===== config.mk =====
export PLATFORM = sky130hd
export DESIGN_NAME = dsru_top
export DESIGN_NICKNAME = d
export VERILOG_FILES = /design/src/verilog/dsru_pkg.sv /design/src/verilog/dsru_top.sv
export SDC_FILE = /design/constraint.sdc
export NUM_CORES = 1
export LEC_CHECK = 0
export BUFFER_PORTS_ARGS = -buffer_cell sky130_fd_sc_hd__buf_2
export CAP_MARGIN = 20
export CELL_PAD_IN_SITES_DETAIL_PLACEMENT = 1
export CELL_PAD_IN_SITES_GLOBAL_PLACEMENT = 1
export CORE_ASPECT_RATIO = 1.4
export CORE_UTILIZATION = 45
export CTS_CLUSTER_DIAMETER = 60
export DETAILED_ROUTE_END_ITERATION = 6
export MAX_ROUTING_LAYER = met4
export PLACE_DENSITY = 0.84
export REMOVE_ABC_BUFFERS = 1
export SLEW_MARGIN = 20
export SYNTH_ARGS = -nofsm -noshare
export SYNTH_HDL_FRONTEND = slang
export SYNTH_SLANG_ARGS = --single-unit

===== constraint.sdc =====
create_clock -name aclk -period 5.3 [get_ports aclk]
set_clock_uncertainty 0.05 [all_clocks]
set_input_delay 0.53 -clock aclk [delete_from_list [all_inputs] [get_ports aclk]]
set_output_delay 0.53 -clock aclk [all_outputs]
set_load 0.01 [all_outputs]

===== src/verilog/dsru_pkg.sv =====
/*
  Package for the debug service register unit: register offsets, field
  positions, reset values, identity field layout and the AXI4-Lite carriers.
  Assumes a 32-bit AXI4-Lite bus with word-aligned registers.
*/
`default_nettype none
package dsru_pkg;
  localparam int unsigned ADDR_W = 8;
  localparam logic [7:0] OFF_STATUS_B   = 8'h00;
  localparam logic [7:0] OFF_START_WORD = 8'h04;
  localparam logic [7:0] OFF_WORD_COUNT = 8'h08;
  localparam logic [7:0] OFF_VALUE      = 8'h0C;
  localparam logic [7:0] OFF_MAILBOX0   = 8'h10;
  localparam logic [7:0] OFF_MAILBOX1   = 8'h14;
  localparam logic [7:0] OFF_IDENTITY   = 8'h18;
  localparam logic [7:0] OFF_CONTROL    = 8'h1C;
  localparam logic [7:0] OFF_IRQ_STATUS = 8'h20;
  localparam logic [7:0] OFF_IRQ_MASK   = 8'h24;
  localparam int unsigned BIT_SECURED = 0;
  localparam int unsigned BIT_DIRTY0  = 2;
  localparam int unsigned BIT_DIRTY1  = 3;
  localparam int unsigned BIT_CRC_GO  = 2;
  localparam int unsigned BIT_DONE    = 0;
  localparam int unsigned BIT_EV_MB0  = 1;
  localparam int unsigned BIT_EV_MB1  = 2;
  localparam int unsigned IRQ_BITS    = 3;
  localparam int unsigned WORD_LSB    = 2;
  localparam logic [31:0] RESET_WORD  = 32'h0000_0000;
  localparam logic [31:0] CRC_INIT    = 32'hFFFF_FFFF;
  localparam logic [31:0] CRC_POLY    = 32'hEDB8_8320;
  localparam int unsigned ID_PROC_LSB = 28;
  localparam int unsigned ID_FAM_LSB  = 23;
  localparam int unsigned ID_SER_LSB  = 16;
  localparam int unsigned ID_DIE_LSB  = 12;
  localparam int unsigned ID_REV_LSB  = 8;
  localparam logic [1:0] RESP_OKAY   = 2'h0;
  localparam logic [1:0] RESP_SLVERR = 2'h2;

  typedef struct packed {
    logic [ADDR_W-1:0] addr;
    logic [31:0]       data;
    logic [3:0]        strb;
  } dsru_wreq_type;

  typedef struct packed {
    logic [31:0] data;
    logic [1:0]  resp;
  } dsru_rresp_type;

  typedef enum logic [1:0] {
    DSRU_IDLE = 2'b00,
    DSRU_RUN  = 2'b01,
    DSRU_DONE = 2'b11
  } dsru_op_type;
endpackage : dsru_pkg
`default_nettype wire


===== src/verilog/dsru_top.sv =====
/*
  Debug service register unit: protection flag, two debug mailboxes with
  dirty flags, memory-operation start word, word count and value registers,
  identity register, a checksum engine and a masked interrupt, all behind an
  AXI4-Lite slave. Assumes one clock, synchronous active-low reset, and that
  the memory being checked is fed word by word on mem_word/mem_valid.
*/
// Operation
// - Secured flag captured at power-up when protected
// - Secured flag cleared only by reset, writes ignored
// - Dirty flag set on mailbox write
// - Dirty flag cleared on mailbox read
// - Start word register, bits 31:2, reset zero
// - Word count register, bits 31:2, reset zero
// - Value register seeds and returns result
// - Mailbox zero, read/write, unguarded, reset zero
// - Mailbox one, read/write, unguarded, reset zero
// - Identity bits 31:28 report processor code
// - Identity read-only with ordering fields
// - Start bit launches checksum over range
// - Done set on finish, write one clears
`timescale 1ns/1ns
`default_nettype none
module dsru_top #(
  parameter logic [3:0] PROCESSOR_CODE = 4'h1, // Arbitrary value
  parameter logic [4:0] FAMILY_CODE    = 5'h02, // Arbitrary value
  parameter logic [5:0] SERIES_CODE    = 6'h03, // Arbitrary value
  parameter logic [3:0] DIE_CODE       = 4'h4, // Arbitrary value
  parameter logic [3:0] REVISION_CODE  = 4'h5, // Arbitrary value
  parameter logic [7:0] VARIANT_CODE   = 8'h06  // Arbitrary value
) (
  input  wire logic        aclk,
  input  wire logic        aresetn,
  input  wire logic        clk_en,
  input  wire logic        protected_strap,
  input  wire logic        write_guard,
  input  wire logic [31:0] mem_word,
  input  wire logic        mem_valid,
  output logic             mem_req,
  output logic [29:0]      mem_word_addr,
  output logic             irq,
  input  wire logic [7:0]  s_axi_awaddr,
  input  wire logic        s_axi_awvalid,
  output logic             s_axi_awready,
  input  wire logic [31:0] s_axi_wdata,
  input  wire logic [3:0]  s_axi_wstrb,
  input  wire logic        s_axi_wvalid,
  output logic             s_axi_wready,
  output logic [1:0]       s_axi_bresp,
  output logic             s_axi_bvalid,
  input  wire logic        s_axi_bready,
  input  wire logic [7:0]  s_axi_araddr,
  input  wire logic        s_axi_arvalid,
  output logic             s_axi_arready,
  output logic [31:0]      s_axi_rdata,
  output logic [1:0]       s_axi_rresp,
  output logic             s_axi_rvalid,
  input  wire logic        s_axi_rready
);
  // The read decode and the write strobes assume an eight-bit byte address
  if (dsru_pkg::ADDR_W != 8) begin : g_bad_addr_width
    $error("address width must be eight bits");
  end

  function automatic logic [31:0] merge(input logic [31:0] old, input logic [31:0] nw, input logic [3:0] be);
    logic [31:0] r;
    r = old;
    for (int i = 0; i < 4; i++) begin
      if (be[i]) r[i*8 +: 8] = nw[i*8 +: 8];
    end
    return r;
  endfunction : merge

  // Word-aligned fields keep bits 1:0 at zero whatever the strobes say
  function automatic logic [29:0] merge_word(input logic [29:0] old, input logic [31:0] nw, input logic [3:0] be);
    logic [31:0] m;
    m = merge({old, 2'b00}, nw, be);
    return m[31:dsru_pkg::WORD_LSB];
  endfunction : merge_word

  function automatic logic known(input logic [7:0] a);
    return a == dsru_pkg::OFF_STATUS_B || a == dsru_pkg::OFF_START_WORD || a == dsru_pkg::OFF_WORD_COUNT
        || a == dsru_pkg::OFF_VALUE || a == dsru_pkg::OFF_MAILBOX0 || a == dsru_pkg::OFF_MAILBOX1
        || a == dsru_pkg::OFF_IDENTITY || a == dsru_pkg::OFF_CONTROL || a == dsru_pkg::OFF_IRQ_STATUS
        || a == dsru_pkg::OFF_IRQ_MASK;
  endfunction : known

  dsru_pkg::dsru_wreq_type  wreq;
  dsru_pkg::dsru_rresp_type rres;
  logic        aw_held;
  logic        w_held;
  logic        wr_fire;
  logic        rd_fire;
  logic        secured;
  logic        strap_taken;
  logic        dirty0;
  logic        dirty1;
  logic [29:0] start_word;
  logic [29:0] word_count;
  logic [31:0] op_value;
  logic [31:0] mailbox0;
  logic [31:0] mailbox1;
  logic [29:0] words_left;
  logic [dsru_pkg::IRQ_BITS-1:0] irq_status;
  logic [dsru_pkg::IRQ_BITS-1:0] irq_mask;
  logic [dsru_pkg::IRQ_BITS-1:0] events;
  dsru_pkg::dsru_op_type op_state;
  logic [31:0] identity;
  logic [31:0] next_crc;
  logic        guarded_ok;
  logic        start_cmd;
  logic        op_finish;
  logic        wr_start_word;
  logic        wr_word_count;
  logic        wr_value;
  logic        wr_mailbox0;
  logic        wr_mailbox1;
  logic        wr_control;
  logic        wr_irq_status;
  logic        wr_irq_mask;
  logic        rd_mailbox0;
  logic        rd_mailbox1;

  // Bit 22 carries no field and reads zero
  always_comb begin
    identity                             = 32'h0000_0000;
    identity[dsru_pkg::ID_PROC_LSB +: 4] = PROCESSOR_CODE;
    identity[dsru_pkg::ID_FAM_LSB +: 5]  = FAMILY_CODE;
    identity[dsru_pkg::ID_SER_LSB +: 6]  = SERIES_CODE;
    identity[dsru_pkg::ID_DIE_LSB +: 4]  = DIE_CODE;
    identity[dsru_pkg::ID_REV_LSB +: 4]  = REVISION_CODE;
    identity[7:0]                        = VARIANT_CODE;
  end

  // A write waits while its response is still pending
  assign wr_fire  = aw_held && w_held && !s_axi_bvalid;
  assign rd_fire  = s_axi_arvalid && s_axi_arready;
  assign guarded_ok = !write_guard;

  // Strobes decoded once so every register block agrees on the target
  assign wr_start_word = wr_fire && wreq.addr == dsru_pkg::OFF_START_WORD;
  assign wr_word_count = wr_fire && wreq.addr == dsru_pkg::OFF_WORD_COUNT;
  assign wr_value      = wr_fire && wreq.addr == dsru_pkg::OFF_VALUE;
  assign wr_mailbox0   = wr_fire && wreq.addr == dsru_pkg::OFF_MAILBOX0;
  assign wr_mailbox1   = wr_fire && wreq.addr == dsru_pkg::OFF_MAILBOX1;
  assign wr_control    = wr_fire && wreq.addr == dsru_pkg::OFF_CONTROL;
  assign wr_irq_status = wr_fire && wreq.addr == dsru_pkg::OFF_IRQ_STATUS;
  assign wr_irq_mask   = wr_fire && wreq.addr == dsru_pkg::OFF_IRQ_MASK;
  assign rd_mailbox0   = rd_fire && s_axi_araddr[7:2] == dsru_pkg::OFF_MAILBOX0[7:2];
  assign rd_mailbox1   = rd_fire && s_axi_araddr[7:2] == dsru_pkg::OFF_MAILBOX1[7:2];

  assign start_cmd = wr_control && guarded_ok && wreq.strb[0]
                     && wreq.data[dsru_pkg::BIT_CRC_GO] && op_state != dsru_pkg::DSRU_RUN;
  assign op_finish = op_state == dsru_pkg::DSRU_RUN && (words_left == 30'h0
                     || (mem_valid && words_left == 30'h1));

  // Write channel: address and data taken in either order
  // Ready pulses for one cycle so a held valid is never taken twice
  always_ff @(posedge aclk) begin
    if (!aresetn) begin
      aw_held       <= 1'b0;
      w_held        <= 1'b0;
      wreq          <= '0;
      s_axi_awready <= 1'b0;
      s_axi_wready  <= 1'b0;
      s_axi_bvalid  <= 1'b0;
      s_axi_bresp   <= dsru_pkg::RESP_OKAY;
    end else if (clk_en) begin
      s_axi_awready <= !aw_held && !s_axi_awready && s_axi_awvalid;
      s_axi_wready  <= !w_held && !s_axi_wready && s_axi_wvalid;
      if (s_axi_awvalid && s_axi_awready) begin
        aw_held   <= 1'b1;
        wreq.addr <= {s_axi_awaddr[7:2], 2'b00};
      end
      if (s_axi_wvalid && s_axi_wready) begin
        w_held    <= 1'b1;
        wreq.data <= s_axi_wdata;
        wreq.strb <= s_axi_wstrb;
      end
      if (wr_fire) begin
        aw_held      <= 1'b0;
        w_held       <= 1'b0;
        s_axi_bvalid <= 1'b1;
        s_axi_bresp  <= known(wreq.addr) ? dsru_pkg::RESP_OKAY : dsru_pkg::RESP_SLVERR;
      end else if (s_axi_bvalid && s_axi_bready) begin
        s_axi_bvalid <= 1'b0;
      end
    end
  end

  // Read channel
  always_comb begin
    rres.resp = dsru_pkg::RESP_OKAY;
    case ({s_axi_araddr[7:2], 2'b00})
      dsru_pkg::OFF_STATUS_B:   rres.data = {28'h0, dirty1, dirty0, 1'b0, secured};
      dsru_pkg::OFF_START_WORD: rres.data = {start_word, 2'b00};
      dsru_pkg::OFF_WORD_COUNT: rres.data = {word_count, 2'b00};
      dsru_pkg::OFF_VALUE:      rres.data = op_value;
      dsru_pkg::OFF_MAILBOX0:   rres.data = mailbox0;
      dsru_pkg::OFF_MAILBOX1:   rres.data = mailbox1;
      dsru_pkg::OFF_IDENTITY:   rres.data = identity;
      dsru_pkg::OFF_CONTROL:    rres.data = {30'h0, op_state == dsru_pkg::DSRU_RUN, 1'b0};
      dsru_pkg::OFF_IRQ_STATUS: rres.data = {29'h0, irq_status};
      dsru_pkg::OFF_IRQ_MASK:   rres.data = {29'h0, irq_mask};
      default: begin
        rres.data = 32'h0;
        rres.resp = dsru_pkg::RESP_SLVERR;
      end
    endcase
  end

  always_ff @(posedge aclk) begin
    if (!aresetn) begin
      s_axi_arready <= 1'b0;
      s_axi_rvalid  <= 1'b0;
      s_axi_rdata   <= 32'h0;
      s_axi_rresp   <= dsru_pkg::RESP_OKAY;
    end else if (clk_en) begin
      s_axi_arready <= s_axi_arvalid && !s_axi_arready && !s_axi_rvalid;
      if (rd_fire) begin
        s_axi_rvalid <= 1'b1;
        s_axi_rdata  <= rres.data;
        s_axi_rresp  <= rres.resp;
      end else if (s_axi_rvalid && s_axi_rready) begin
        s_axi_rvalid <= 1'b0;
      end
    end
  end

  // Strap is sampled once after reset release, never from the reset branch
  always_ff @(posedge aclk) begin
    if (!aresetn) begin
      secured     <= 1'b0;
      strap_taken <= 1'b0;
    end else if (clk_en && !strap_taken) begin
      strap_taken <= 1'b1;
      secured     <= protected_strap;
    end
  end

  // Mailboxes ignore the write guard
  always_ff @(posedge aclk) begin
    if (!aresetn) begin
      mailbox0 <= dsru_pkg::RESET_WORD;
      mailbox1 <= dsru_pkg::RESET_WORD;
    end else if (clk_en && wr_fire) begin
      if (wr_mailbox0) mailbox0 <= merge(mailbox0, wreq.data, wreq.strb);
      if (wr_mailbox1) mailbox1 <= merge(mailbox1, wreq.data, wreq.strb);
    end
  end

  // Set wins over clear when a write and a read meet in one cycle
  always_ff @(posedge aclk) begin
    if (!aresetn) begin
      dirty0 <= 1'b0;
      dirty1 <= 1'b0;
    end else if (clk_en) begin
      if (wr_mailbox0) dirty0 <= 1'b1;
      else if (rd_mailbox0) dirty0 <= 1'b0;
      if (wr_mailbox1) dirty1 <= 1'b1;
      else if (rd_mailbox1) dirty1 <= 1'b0;
    end
  end

  // Operation setup registers, held off by the write guard
  always_ff @(posedge aclk) begin
    if (!aresetn) begin
      start_word <= dsru_pkg::RESET_WORD[31:2];
      word_count <= dsru_pkg::RESET_WORD[31:2];
    end else if (clk_en && wr_fire && guarded_ok) begin
      if (wr_start_word)
        start_word <= merge_word(start_word, wreq.data, wreq.strb);
      if (wr_word_count)
        word_count <= merge_word(word_count, wreq.data, wreq.strb);
    end
  end

  // Reflected CRC-32 step over one word
  always_comb begin
    next_crc = op_value ^ mem_word;
    for (int i = 0; i < 32; i++) begin
      next_crc = next_crc[0] ? ((next_crc >> 1) ^ dsru_pkg::CRC_POLY) : (next_crc >> 1);
    end
  end

  // Checksum engine; value register is seed before and result after
  always_ff @(posedge aclk) begin
    if (!aresetn) begin
      op_state      <= dsru_pkg::DSRU_IDLE;
      op_value      <= dsru_pkg::RESET_WORD;
      words_left    <= 30'h0;
      mem_req       <= 1'b0;
      mem_word_addr <= 30'h0;
    end else if (clk_en) begin
      case (op_state)
        // A count of zero finishes at once without fetching a word
        dsru_pkg::DSRU_RUN: begin
          if (mem_valid && words_left != 30'h0) begin
            op_value      <= next_crc;
            words_left    <= words_left - 30'h1;
            mem_word_addr <= mem_word_addr + 30'h1;
          end
          if (op_finish) begin
            op_state <= dsru_pkg::DSRU_DONE;
            mem_req  <= 1'b0;
          end
        end
        default: begin
          if (start_cmd) begin
            op_state      <= dsru_pkg::DSRU_RUN;
            words_left    <= word_count;
            mem_word_addr <= start_word;
            mem_req       <= 1'b1;
          end else if (wr_value && guarded_ok) begin
            op_value <= merge(op_value, wreq.data, wreq.strb);
          end
        end
      endcase
    end
  end

  // Sticky interrupt status, write one to clear, new events win
  assign events = {!dirty1 && wr_mailbox1,
                   !dirty0 && wr_mailbox0,
                   op_finish};

  always_ff @(posedge aclk) begin
    if (!aresetn) begin
      irq_status <= '0;
      irq_mask   <= '0;
      irq        <= 1'b0;
    end else if (clk_en) begin
      if (wr_irq_status && wreq.strb[0])
        irq_status <= (irq_status & ~wreq.data[dsru_pkg::IRQ_BITS-1:0]) | events;
      else
        irq_status <= irq_status | events;
      if (wr_irq_mask && wreq.strb[0])
        irq_mask <= wreq.data[dsru_pkg::IRQ_BITS-1:0];
      // Registered so the pin comes straight from a flip-flop
      irq <= |(irq_status & irq_mask);
    end
  end
endmodule : dsru_top
`default_nettype wire

==> implementation parameters, run 1 <==
Parameter                              Value

Outcome
  Run status ... finished clean

Setup path
  Critical Path Slowest Stage Cell ... xnor3_1
  Cell with the most instances on the worst path ... xnor2_1
  Critical Path Sink Type ... register
  Arrival time of data at the critical path endpoint ... between 4000 and 5000 ps
  Terminus of the critical flop-to-flop path ... op_value[24]$_SDFFE_PN0P_
  Cell Chain, Critical Path ... xnor2_2 > xnor3_1 > xnor2_1 > xnor2_1 > xnor3_2 > xor3_2 > xnor2_1 > xor2_1 > a211o_1 > a21oi_1
  Crit-path max cell delay ... 660 ps
  Crit start category ... register
  Endpoint required time on the critical path ... 5740 ps
  Depth of the most critical reg-to-reg path ... 10
  Crit Reg-Reg Startpoint ... op_value[1]$_SDFFE_PN0P_
  Worst Setup Path Type ... register to register
  Crit Path Max Fanout ... 7
  Setup slack on the worst flop-to-flop path ... around 960 ps

Pwr
  Overall power ... 10.3 mW
  Leakage Power ... 7.18 nW
  Maximum VDD drop ... 420 µV
  Pwr Density ... 524 nW/µm²

Drt
  Antenna Violating Nets Remaining ... 0
  Overall via count from detail_route ... between 15000 and 20000
  Final routed wire length divided by cell count ... between 20 and 25 µm
  Post-detailed-routing wire length ... 63000 µm
  Drc violations ... 0
  First drt pass iteration count ... 5
  Count of routing violations after the opening detailed-route iteration ... roughly 1300
  DR vias/cell ... 6.11

Global route
  Number of antenna violations at the first check in global routing ... 0
  First-pass GRT wire length ... 98100 µm
  Overflow after GRT ... 0
  Vias in the first global route ... approximately 17000
  Largest net degree at the start of global routing ... 159
  Total global routing track utilization ... 0.327

Die
  Initial cell density of the core ... 0.461
  Row Count ... between 80 and 90
  Core region area ... 37800 µm²
  Number of ports placed on the die boundary ... 168
  Die ar. ... 39500 µm²
  Width of the die ... ~170 µm
  Vert. Die Dim ... 235 µm

Timing
  Worst hold slack across all endpoints ... 130 ps
  Setup repair after global routing missed its margin ... no
  Final critical path time including I/O delays and setup ... 4340 ps
  Final Max Tran Viols ... 0
  Worst max-slew margin expressed relative to the limit ... 0.293
  Max Freq ... ~230 MHz
  Period utilization ... 0.819
  Worst Max-Slew Pin Slew ... 1060 ps
  Final setup violating endpoints ... 0
  Final number of hold-violating endpoints ... 0

Placed design
  Hpwl dp ... 45000 µm
  Routability cong. ... 0.964
  Buffers on Ports ... 161

Clock tree
  Count of clock tree sinks ... ~310
  Number of buffers added for setup after CTS ... 0
  Clock transition at the register clock pins on the worst setup and hold paths after CTS ... 70 ps
  Clk root buf ... clkbuf_16
  Maximum clock insertion buffer count ... 3
  Clock latency at the later pin of the worst-skew pair ... 590 ps
  Resize count post-CTS ... 0
  Clock tree from TritonCTS ... built
  H-tree Lvls ... 1
  Count of hold buffers inserted by post-cts repair ... 0
  Number of buffers created by CTS ... 31

Yosys
  Area contributors post-synth ... dfxtp_1, a21oi_1, nand2_1
  Most instantiated flip-flop cell in the synthesis netlist ... dfxtp_1
  Most instantiated cells after synthesis ... nand2_1, dfxtp_1, a21oi_1
  Post-synth top area cell ... dfxtp_1
  Most instantiated library cell after synthesis ... nand2_1
  Number of distinct standard cells referenced by the synthesized netlist ... 65
  Flop and latch count out of synthesis ... 313
  Post-synthesis instance area ... ~17000 µm²
  Post-Synthesis Mean Instance Area ... 8.27 µm²
  Number of enable-type register cells in the synthesized netlist ... 0
  Area share of the largest cell type after synthesis ... 0.359
  FFs w/ async S/R, synth ... 0
  Syn Inst Count ... 2108
  Yosys warning total ... 0
  Sequential area share after synthesis ... 0.359

Flow run
  Reported max-cap violation count ... 0

Layout
  Synthesis-to-layout area growth ... 12.6%
  Fraction of layout instances using a drive strength above 1 ... 0.147
  Number of inserted diodes ... 0
  Final layout net count ... 2291

Worst hold path
  Worst hold-check path type ... primary input to register
  Instance count along the most critical hold path ... 3
  Worst hold start ... s_axi_wdata[18]
  End point of the worst hold path ... wreq[22]$_SDFFE_PN0P_
-- power by group --
| group | leakage [nW] | switching (mW) | internal [mW] |
|---|---|---|---|
| clock network | 0.499 | 0.976 | 1.27 |
| logic | 4.16 | 2.83 | 2.82 |
| registers | 2.52 | 0.0152 | 2.36 |
-- stage by stage --
step	util	setup slack [ps]	cells	area, µm²	setup TNS (ps)
5_1_grt	0.519	851	2686	19600	0
3_5_place_dp	0.492	792	2633	18600	0
4_1_cts	0.519	1010	2686	19600	0
3_3_place_gp	0.492	883	2633	18600	0
6_report	0.519	961	2686	19600	0
2_1_floorplan	-	-1830	1961	16900	-122730
-- per-layer routing --
layer,GRT usage,routed length [µm],vias up
met2,0.546,30900,502
met1,0.399,26100,8188
met4,0.160,3300,0
li1,-,-,7572
met5,-,0,-
met3,0.0221,2740,137
-- sequential cells by signal (all words and copies together) (netlist names), 2 cells and up --
register	flops
irq_mask	3
irq_status	3
mailbox0	32
mailbox1	32
mem_word_addr	30
op_state	2
op_value	32
s_axi_rdata	32
start_word	30
word_count	30
words_left	30
wreq	42
-- critical path: cells and delay by family, from the launching register on --
kind                      cells  cell delay [ps]
DFF                           1              370
xor gates and xnor gates      8             3300
AOI/OAI and AO/OA             2              510
-- how the worst max path moves through the flow --
stage / from / endpoint / slack, ps
floorplan: op_state[0]$_SDFFE_PN0P_ / words_left[0]$_SDFFE_PN0P_ / -1830
global placement: mem_word[0] / op_value[23]$_SDFFE_PN0P_ / 880
detailed placement: mem_word[0] / op_value[19]$_SDFFE_PN0P_ / 790
CTS: op_value[1]$_SDFFE_PN0P_ / op_value[24]$_SDFFE_PN0P_ / 1010
global route: op_value[8]$_SDFFE_PN0P_ / op_value[23]$_SDFFE_PN0P_ / 850
finish: op_value[1]$_SDFFE_PN0P_ / op_value[24]$_SDFFE_PN0P_ / 960
-- cells in the final DEF, fill, tap and decap left out, types with 4 or more instances in the layout --
cell	count
a211o_1	4
a211oi_1	28
a21o_1	4
a21oi_1	270
a221oi_1	6
a22oi_1	94
a31oi_1	11
and2_1	6
and3_1	18
buf_2	161
buf_4	37
clkbuf_1	6
clkbuf_16	31
clkbuf_8	8
clkinv_2	5
dfxtp_1	313
inv_1	9
mux2_2	29
mux2i_1	19
nand2_1	316
nand3_1	161
nand4_1	4
nor2_1	191
nor2b_1	4
nor3_1	25
nor3b_1	6
nor4_1	12
o211ai_1	8
o21ai_0	91
o22ai_1	17
o31ai_1	5
or3_1	5
xnor2_1	128
xnor2_2	12
xnor2_4	5
xnor3_1	47
xnor3_2	7
xor2_1	42
xor3_1	4
-- area by class of cell --
cell class                 instances  area (µm²)
sequential                       313        6270
inverter                          10        45.0
multi-input combinational       1638       10600
tap                              473         592
clock inverter                     8        93.8
fill                            4575       18200
clock buffer                      45         908
timing repair buffer             199        1100
-- cell families after synthesis --
family | synth area share
other | 0.000215
XOR/XNOR | 0.190
adder cells (fa/ha/maj) | 0.00215
AO/OA/AOI/OAI | 0.194
buffers and inverters | 0.0351
AND/OR/NAND/NOR | 0.189
multiplexers | 0.0312
flip-flops | 0.359
(Power assumes the default switching activity.)
==> run 2: changes to the inputs <==
--- a/config.mk
+++ b/config.mk
@@ -5,16 +5,17 @@
 export SDC_FILE = /design/constraint.sdc
 export NUM_CORES = 1
 export LEC_CHECK = 0
+export ABC_AREA = 1
 export BUFFER_PORTS_ARGS = -buffer_cell sky130_fd_sc_hd__buf_2
 export CAP_MARGIN = 20
 export CELL_PAD_IN_SITES_DETAIL_PLACEMENT = 1
 export CELL_PAD_IN_SITES_GLOBAL_PLACEMENT = 1
 export CORE_ASPECT_RATIO = 1.4
-export CORE_UTILIZATION = 45
+export CORE_UTILIZATION = 39
 export CTS_CLUSTER_DIAMETER = 60
 export DETAILED_ROUTE_END_ITERATION = 6
 export MAX_ROUTING_LAYER = met4
-export PLACE_DENSITY = 0.84
+export PLACE_DENSITY = 0.81
 export REMOVE_ABC_BUFFERS = 1
 export SLEW_MARGIN = 20
 export SYNTH_ARGS = -nofsm -noshare
==> constraint.sdc (replaced) <==
create_clock -name aclk -period 3.67 [get_ports aclk]
set_clock_uncertainty 0.05 [all_clocks]
set_input_delay 0.367 -clock aclk [delete_from_list [all_inputs] [get_ports aclk]]
set_output_delay 0.367 -clock aclk [all_outputs]
set_load 0.01 [all_outputs]
==> implementation parameters, run 2 <==
Parameter                              Value

Outcome
  Run status ... finished clean

Clock tree
  Clock transition at the register clock pins on the worst setup and hold paths after CTS ... 70 ps (about the same)
  Clock tree from TritonCTS ... built
  H-tree Lvls ... 1 (unchanged)
  Maximum clock insertion buffer count ... 3 (unchanged)
  Clock latency at the later pin of the worst-skew pair ... 570 ps (-20 ps)
  Clk root buf ... clkbuf_16
  Number of buffers created by CTS ... 28 (-9.7%)
  Count of clock tree sinks ... 313 (unchanged)

Global route
  Largest net degree at the start of global routing ... 165 (+3.8%)
  Most utilized layer in the global route result ... met2
  Number of antenna violations at the first check in global routing ... 0 (unchanged)
  Total global routing track utilization ... 0.326 (-0.00124)
  First-pass GRT wire length ... 118000 µm (+20%)
  Vias in the first global route ... 21289 (+27%)
  Met1 global-route usage ... 0.351 (-0.0480)
  Met3 layer usage reported by global route ... 0.0225 (+0.000420)
  Met2 global-route usage ... 0.581 (+0.0346)
  Overflow after GRT ... 0 (unchanged)

Die
  Die ar. ... 47900 µm² (+21%)
  Vert. Die Dim ... 259 µm (+10%)
  Number of ports placed on the die boundary ... 168 (unchanged)
  Initial cell density of the core ... 0.397 (-0.0637)
  Width of the die ... 185 µm (+10%)
  Row Count ... 93 (+11%)
  Core region area ... 46200 µm² (+22%)

Pwr
  Internal power ... 6.68 mW (+3.4%)
  Psw ... 4.00 mW (+4.7%)
  Maximum VDD drop ... 317 µV (-25%)
  Share of total power in combinational logic ... 0.384 (-0.166)
  Clock power frac ... 0.294 (+0.075)
  Switching part of the total power ... 0.375 (+0.00287)
  Flop pwr share ... 0.322 (+0.091)
  Overall power ... 10.7 mW (+3.9%)
  Leakage Power ... 9.47 nW (+32%)
  Pwr Density ... 490 nW/µm² (-6.5%)

Layout
  Synthesis-to-layout area growth ... 19.0%
  Fraction of layout instances using a drive strength above 1 ... 0.157 (+0.00979)
  Number of inserted diodes ... 0 (unchanged)
  Number of standard cells in the final layout excluding fillers ... 3662 (+36%)
  Commonest cells after routing, fill and taps aside ... nand2_1, dfxtp_1, a21oi_1
  Final layout net count ... 3121 (+36%)
  Number of flip-flops in the largest register ... 42 (unchanged)
  Most common library cell in the layout ignoring fill and taps ... nand2_1
  Register with the highest flop count ... wreq

Worst hold path
  Instance count along the most critical hold path ... 4 (+1)
  Worst hold-check path type ... primary input to register

Setup path
  Arrival time of data at the critical path endpoint ... 3860 ps (-920 ps)
  Crit start category ... register
  Depth of the most critical reg-to-reg path ... 20 (+10)
  Crit Path Max Fanout ... 5 (-2)
  Worst Setup Path Type ... register to register
  Critical Path Sink Type ... register
  Endpoint required time on the critical path ... 4040 ps (-1700 ps)

Yosys
  Post-synthesis instance area ... 18300 µm² (+5.2%)
  Post-Synthesis Mean Instance Area ... 6.55 µm² (-21%)
  Yosys warning total ... 0 (unchanged)
  Flop and latch count out of synthesis ... 313 (unchanged)
  Number of distinct standard cells referenced by the synthesized netlist ... 51 (-22%)
  Most instantiated library cell after synthesis ... nand2_1
  Number of enable-type register cells in the synthesized netlist ... 0 (unchanged)
  Syn Inst Count ... 2799 (+33%)
  Most instantiated cells after synthesis ... nand2_1, dfxtp_1, a21oi_1
  Area share of the largest cell type after synthesis ... 0.342 (-0.0178)
  Area contributors post-synth ... dfxtp_1, nand2_1, a21oi_1
  FFs w/ async S/R, synth ... 0 (unchanged)
  Sequential area share after synthesis ... 0.342 (-0.0178)
  Most instantiated flip-flop cell in the synthesis netlist ... dfxtp_1
  Post-synth top area cell ... dfxtp_1

Placed design
  Hpwl dp ... 58700 µm (+30%)
  Buffers on Ports ... 161 (unchanged)
  Placed instance count ... 3608 (+37%)
  Routability cong. ... 1.01 (+4.8%)

Timing
  Post-route setup TNS ... 0 ps (unchanged)
  Worst Max-Slew Pin Slew ... 1040 ps (-20.0 ps)
  Final number of hold-violating endpoints ... 0 (unchanged)
  Max Freq ... 286 MHz (+24%)
  Final setup violating endpoints ... 0 (unchanged)
  Worst hold slack across all endpoints ... 20.8 ps (-109 ps)
  Final critical path time including I/O delays and setup ... 3500 ps (-843 ps)
  Period utilization ... 0.953 (+0.134)
  Worst max-slew margin expressed relative to the limit ... 0.305 (+0.0118)
  Final Max Tran Viols ... 0 (unchanged)

Drt
  Overall via count from detail_route ... 20610 (+26%)
  Drc violations ... 0 (unchanged)
  Count of routing violations after the opening detailed-route iteration ... 1232 (-3.4%)
  DR vias/cell ... 5.63 (-7.8%)
  Final routed wire length divided by cell count ... 20.9 µm (-11%)
  Post-detailed-routing wire length ... 76400 µm (+21%)
  First drt pass iteration count ... 5 (unchanged)
  Antenna Violating Nets Remaining ... 0 (unchanged)

Flow run
  Reported max-cap violation count ... 0 (unchanged)
[run 2: changes by cell type in the layout (fill, tap and decap cells not counted), sizes merged, moves of 19 or more]
cell	delta
a211oi	+25
a21oi	+33
a22oi	-43
buf	+111
inv	+268
mux2	-29
mux2i	-19
nand2	+492
nand3	+32
nor2	-30
o21ai	+122
xnor2	-103
xnor3	-56
xor2	+61
[run 2: cell families after synthesis]
| kind of cell | after synthesis | synth area share |
|---|---|---|
| fa+ha+maj | 3 | 0.00205 |
| xor+xnor | 148 | 0.0742 |
| other cells | 1 | 0.000204 |
| buf+inv | 396 | 0.0815 |
| compound gates | 709 | 0.220 |
| flops | 313 | 0.342 |
| simple gates | 1229 | 0.280 |
[run 2: per-stage QoR]
step | instance area [µm²] | worst slack (ps) | util
after floorplan | 17900 | -4760 | -
after global placement | 20700 | 26.6 | 0.448
after detailed placement | 20700 | -71.1 | 0.448
after CTS | 21700 | 7.14 | 0.469
after global routing | 21800 | -96.2 | 0.472
final | 21800 | 173 | 0.472
[run 2: power by group through the flow]
stage | sequential [mW] | clock (mW) | combinational, mW
4_1_cts | 3.43 | 3.19 | 4.01
3_5_place_dp | 3.51 | 0 | 4.00
2_1_floorplan | 3.51 | 0 | 2.35
3_3_place_gp | 3.51 | 0 | 3.88
5_1_grt | 3.43 | 3.31 | 4.45
6_report | 3.43 | 3.14 | 4.10
[run 2: area by class of cell]
cell class	count	area (µm²)
fill	6197	24400
tap	617	772
clock buffer	38	800
timing repair buffer	310	2010
sequential	313	6270
clock inverter	14	163
inverter	279	1050
multi-input combinational	2091	10700
[run 2: timing repair]
action                     in CTS  in global routing
gates resized for setup         1                 40
setup endpoints to repair       1                 38
setup buffers                   0                  2
pin swaps                       0                  2
hold buffers                    0                  0
[run 2: worst max-delay path, cell delays in order (launching register included)]
cell     delay (ps)
dfxtp_1         570
nand2_1         140
inv_1            80
nor2_1           40
nand2_1          50
nand2_1         130
inv_1           110
nand3_1          80
nand2_1         170
nand2_1         100
nand2_1         170
buf_4           200
nand2_1          60
nand2_1          90
xor2_1          260
xnor2_1         170
xor2_1          250
or2_0           200
nand3_1         230
nand2_1         140
a21oi_1          70
[run 2: worst paths after layout]
check	slack, ps	end	start
worst max-delay path	170	op_value[7]$_SDFFE_PN0P_	op_value[18]$_SDFFE_PN0P_
worst min-delay path	20	s_axi_bvalid$_SDFFE_PN0P_	s_axi_bready
worst max register to register	170	op_value[7]$_SDFFE_PN0P_	op_value[18]$_SDFFE_PN0P_
worst min register to register	410	mem_req$_SDFFE_PN0P_	mem_req$_SDFFE_PN0P_
[run 2: per-layer routing]
metal / share of wire / wire [µm] / vias up
met1: 0.38 / 29300 / 10148
met4: 0.066 / 5020 / 0
li1: - / - / 9724
met5: 0 / 0 / -
met3: 0.039 / 2960 / 198
met2: 0.51 / 39200 / 540
==> run 3: changes to the inputs <==
--- a/config.mk
+++ b/config.mk
@@ -7,7 +7,6 @@
 export LEC_CHECK = 0
 export ABC_AREA = 1
 export BUFFER_PORTS_ARGS = -buffer_cell sky130_fd_sc_hd__buf_2
-export CAP_MARGIN = 20
 export CELL_PAD_IN_SITES_DETAIL_PLACEMENT = 1
 export CELL_PAD_IN_SITES_GLOBAL_PLACEMENT = 1
 export CORE_ASPECT_RATIO = 1.4
==> constraint.sdc (replaced) <==
create_clock -name aclk -period 3.67 [get_ports aclk]
set_clock_uncertainty 0.05 [all_clocks]
set_input_delay 0.734 -clock aclk [delete_from_list [all_inputs] [get_ports aclk]]
set_output_delay 0.734 -clock aclk [all_outputs]
set_load 0.01 [all_outputs]
==> implementation parameters, run 3 (same netlist as run 2, synthesis figures left out) <==
Parameter                              Value

Clock tree
  Number of buffers created by CTS ... 28 (unchanged)
  Maximum clock insertion buffer count ... 3 (unchanged)
  Clock latency at the later pin of the worst-skew pair ... 560 ps (about the same)
  Clock transition at the register clock pins on the worst setup and hold paths after CTS ... 70 ps (about the same)
  Clock tree from TritonCTS ... built
  H-tree Lvls ... 1 (unchanged)
  Count of clock tree sinks ... 313 (unchanged)
  Clk root buf ... clkbuf_16

Drt
  Overall via count from detail_route ... 20887 (+1.3%)
  Antenna Violating Nets Remaining ... 0 (unchanged)
  Final routed wire length divided by cell count ... 21.0 µm (+0.85%)
  First drt pass iteration count ... 5 (unchanged)
  DR vias/cell ... 5.57 (-0.98%)
  Post-detailed-routing wire length ... 78900 µm (+3.2%)
  Drc violations ... 0 (unchanged)
  Count of routing violations after the opening detailed-route iteration ... 1263 (+2.5%)

Flow run
  Reported max-cap violation count ... 0 (unchanged)

Timing
  Final number of hold-violating endpoints ... 0 (unchanged)
  Period utilization ... 0.962 (+0.00971)
  Worst max-slew margin expressed relative to the limit ... 0.387 (+0.0820)
  Worst Max-Slew Pin Slew ... 919 ps (-117 ps)
  Final Max Tran Viols ... 0 (unchanged)
  Final setup violating endpoints ... 0 (unchanged)
  Worst hold slack across all endpoints ... 411 ps (+390 ps)
  Setup repair after global routing missed its margin ... yes
  Final critical path time including I/O delays and setup ... 3530 ps (+35.6 ps)
  Max Freq ... 283 MHz (-1.0%)

Layout
  Area taken by multi-input logic gates ... 10800 µm² (+0.90%)
  Sequential cell area ... 6270 µm² (about the same)
  Commonest cells after routing, fill and taps aside ... nand2_1, dfxtp_1, a21oi_1
  Fraction of layout instances using a drive strength above 1 ... 0.182 (+0.0257)
  Register with the highest flop count ... wreq
  Number of flip-flops in the largest register ... 42 (unchanged)
  Number of inserted diodes ... 0 (unchanged)
  Share of the core filled with cells in the final layout ... 0.490 (+0.0173)
  Most common library cell in the layout ignoring fill and taps ... nand2_1
  Synthesis-to-layout area growth ... 23.3%
  Final layout net count ... 3207 (+2.8%)
  Filler Cell Count ... 6144 (-0.86%)
  Post-Layout Inst Area ... 22600 µm² (+3.7%)

Placed design
  Hpwl dp ... 60700 µm (+3.3%)
  Total cell area at the placement stage ... 21400 µm² (+3.3%)
  Routability cong. ... 1.06 (+4.6%)
  Buffers on Ports ... 161 (unchanged)

Outcome
  Run status ... finished clean

Die
  Vert. Die Dim ... 259 µm (unchanged)
  Core region area ... 46200 µm² (unchanged)
  Width of the die ... 185 µm (unchanged)
  Number of ports placed on the die boundary ... 168 (unchanged)
  Initial cell density of the core ... 0.397 (unchanged)
  Row Count ... 93 (unchanged)
  Die ar. ... 47900 µm² (unchanged)

Pwr
  Leakage Power ... 9.93 nW (+4.9%)
  Maximum VDD drop ... 316 µV (-0.12%)
  Overall power ... 11.2 mW (+5.0%)
  Pwr Density ... 496 nW/µm² (+1.3%)

Global route
  Total global routing track utilization ... 0.337 (+0.0107)
  Largest net degree at the start of global routing ... 127 (-23%)
  Number of antenna violations at the first check in global routing ... 0 (unchanged)
  Vias in the first global route ... 21847 (+2.6%)
  Overflow after GRT ... 0 (unchanged)
  First-pass GRT wire length ... 121000 µm (+2.7%)

Setup path
  Crit Path Max Fanout ... 8 (+3)
  Arrival time of data at the critical path endpoint ... 3930 ps (+70 ps)
  Critical Path Sink Type ... register
  Endpoint required time on the critical path ... 4060 ps (+20 ps)
  Worst Setup Path Type ... register to register
  Crit start category ... register

Worst hold path
  Worst hold-check path type ... primary input to register
run 3: layout make-up:
type | count | area share
Clock buffer | 35 | 0.0340
Clock inverter | 17 | 0.00990
Inverter | 279 | 0.0466
Multi-Input combinational cell | 2091 | 0.479
Sequential cell | 313 | 0.277
Tap cell | 617 | 0.0341
Timing Repair Buffer | 396 | 0.119
run 3: final timing paths:
kind | start | endpoint | slack (ps) | depth (start not counted)
hold / removal | s_axi_awaddr[6] | wreq[42]$_SDFFE_PN0P_ | 410 | 3
setup reg to reg | op_value[6]$_SDFFE_PN0P_ | op_value[14]$_SDFFE_PN0P_ | 140 | 21
hold reg to reg | s_axi_rdata[26]$_SDFFE_PN0P_ | s_axi_rdata[26]$_SDFFE_PN0P_ | 410 | 2
setup / recovery | op_value[6]$_SDFFE_PN0P_ | op_value[14]$_SDFFE_PN0P_ | 140 | 21
run 3: power by group:
part	internal, mW	switching, mW
registers	3.42	0.0183
logic	1.80	2.75
clock network	1.84	1.39
run 3: worst max-delay path, stage by stage (launching register included):
cell and delay, ps:
dfxtp_1 400, inv_1 120, nand2_1 70, nand2_1 100
nand2_1 110, nand2_2 160, buf_4 200, xnor2_1 260
xnor2_1 170, xor2_1 210, buf_4 160, nand3b_1 210
nand2_2 140, buf_4 170, inv_1 80, nand3_1 150
nand3b_1 160, nand2_1 90, nand2_1 70, nand3_1 120
nand2_1 130, a21oi_1 60
run 3: metal layers:
layer / up-vias / GRT usage / wire (µm)
met5: - / - / 0
met4: 0 / 0.199 / 5280
met3: 229 / 0.0183 / 2460
met2: 556 / 0.611 / 40900
met1: 10208 / 0.356 / 30200
li1: 9894 / - / -
run 3: stage by stage:
stage / setup TNS (ps) / setup slack (ps) / cells
3_3_place_gp: -4500 / -247 / 3696
4_1_cts: 0 / 23.8 / 3748
3_5_place_dp: -7810 / -350 / 3696
2_1_floorplan: -375900 / -4760 / 2683
6_report: 0 / 138 / 3748
5_1_grt: -61.4 / -22.4 / 3748
run 3: timing repair:
action,4_1_cts,5_1_grt
setup endpoints to repair,2,41
hold buffers,0,0
gates cloned,0,0
setup buffers,0,0
resized for setup,1,52
pin swaps,0,0
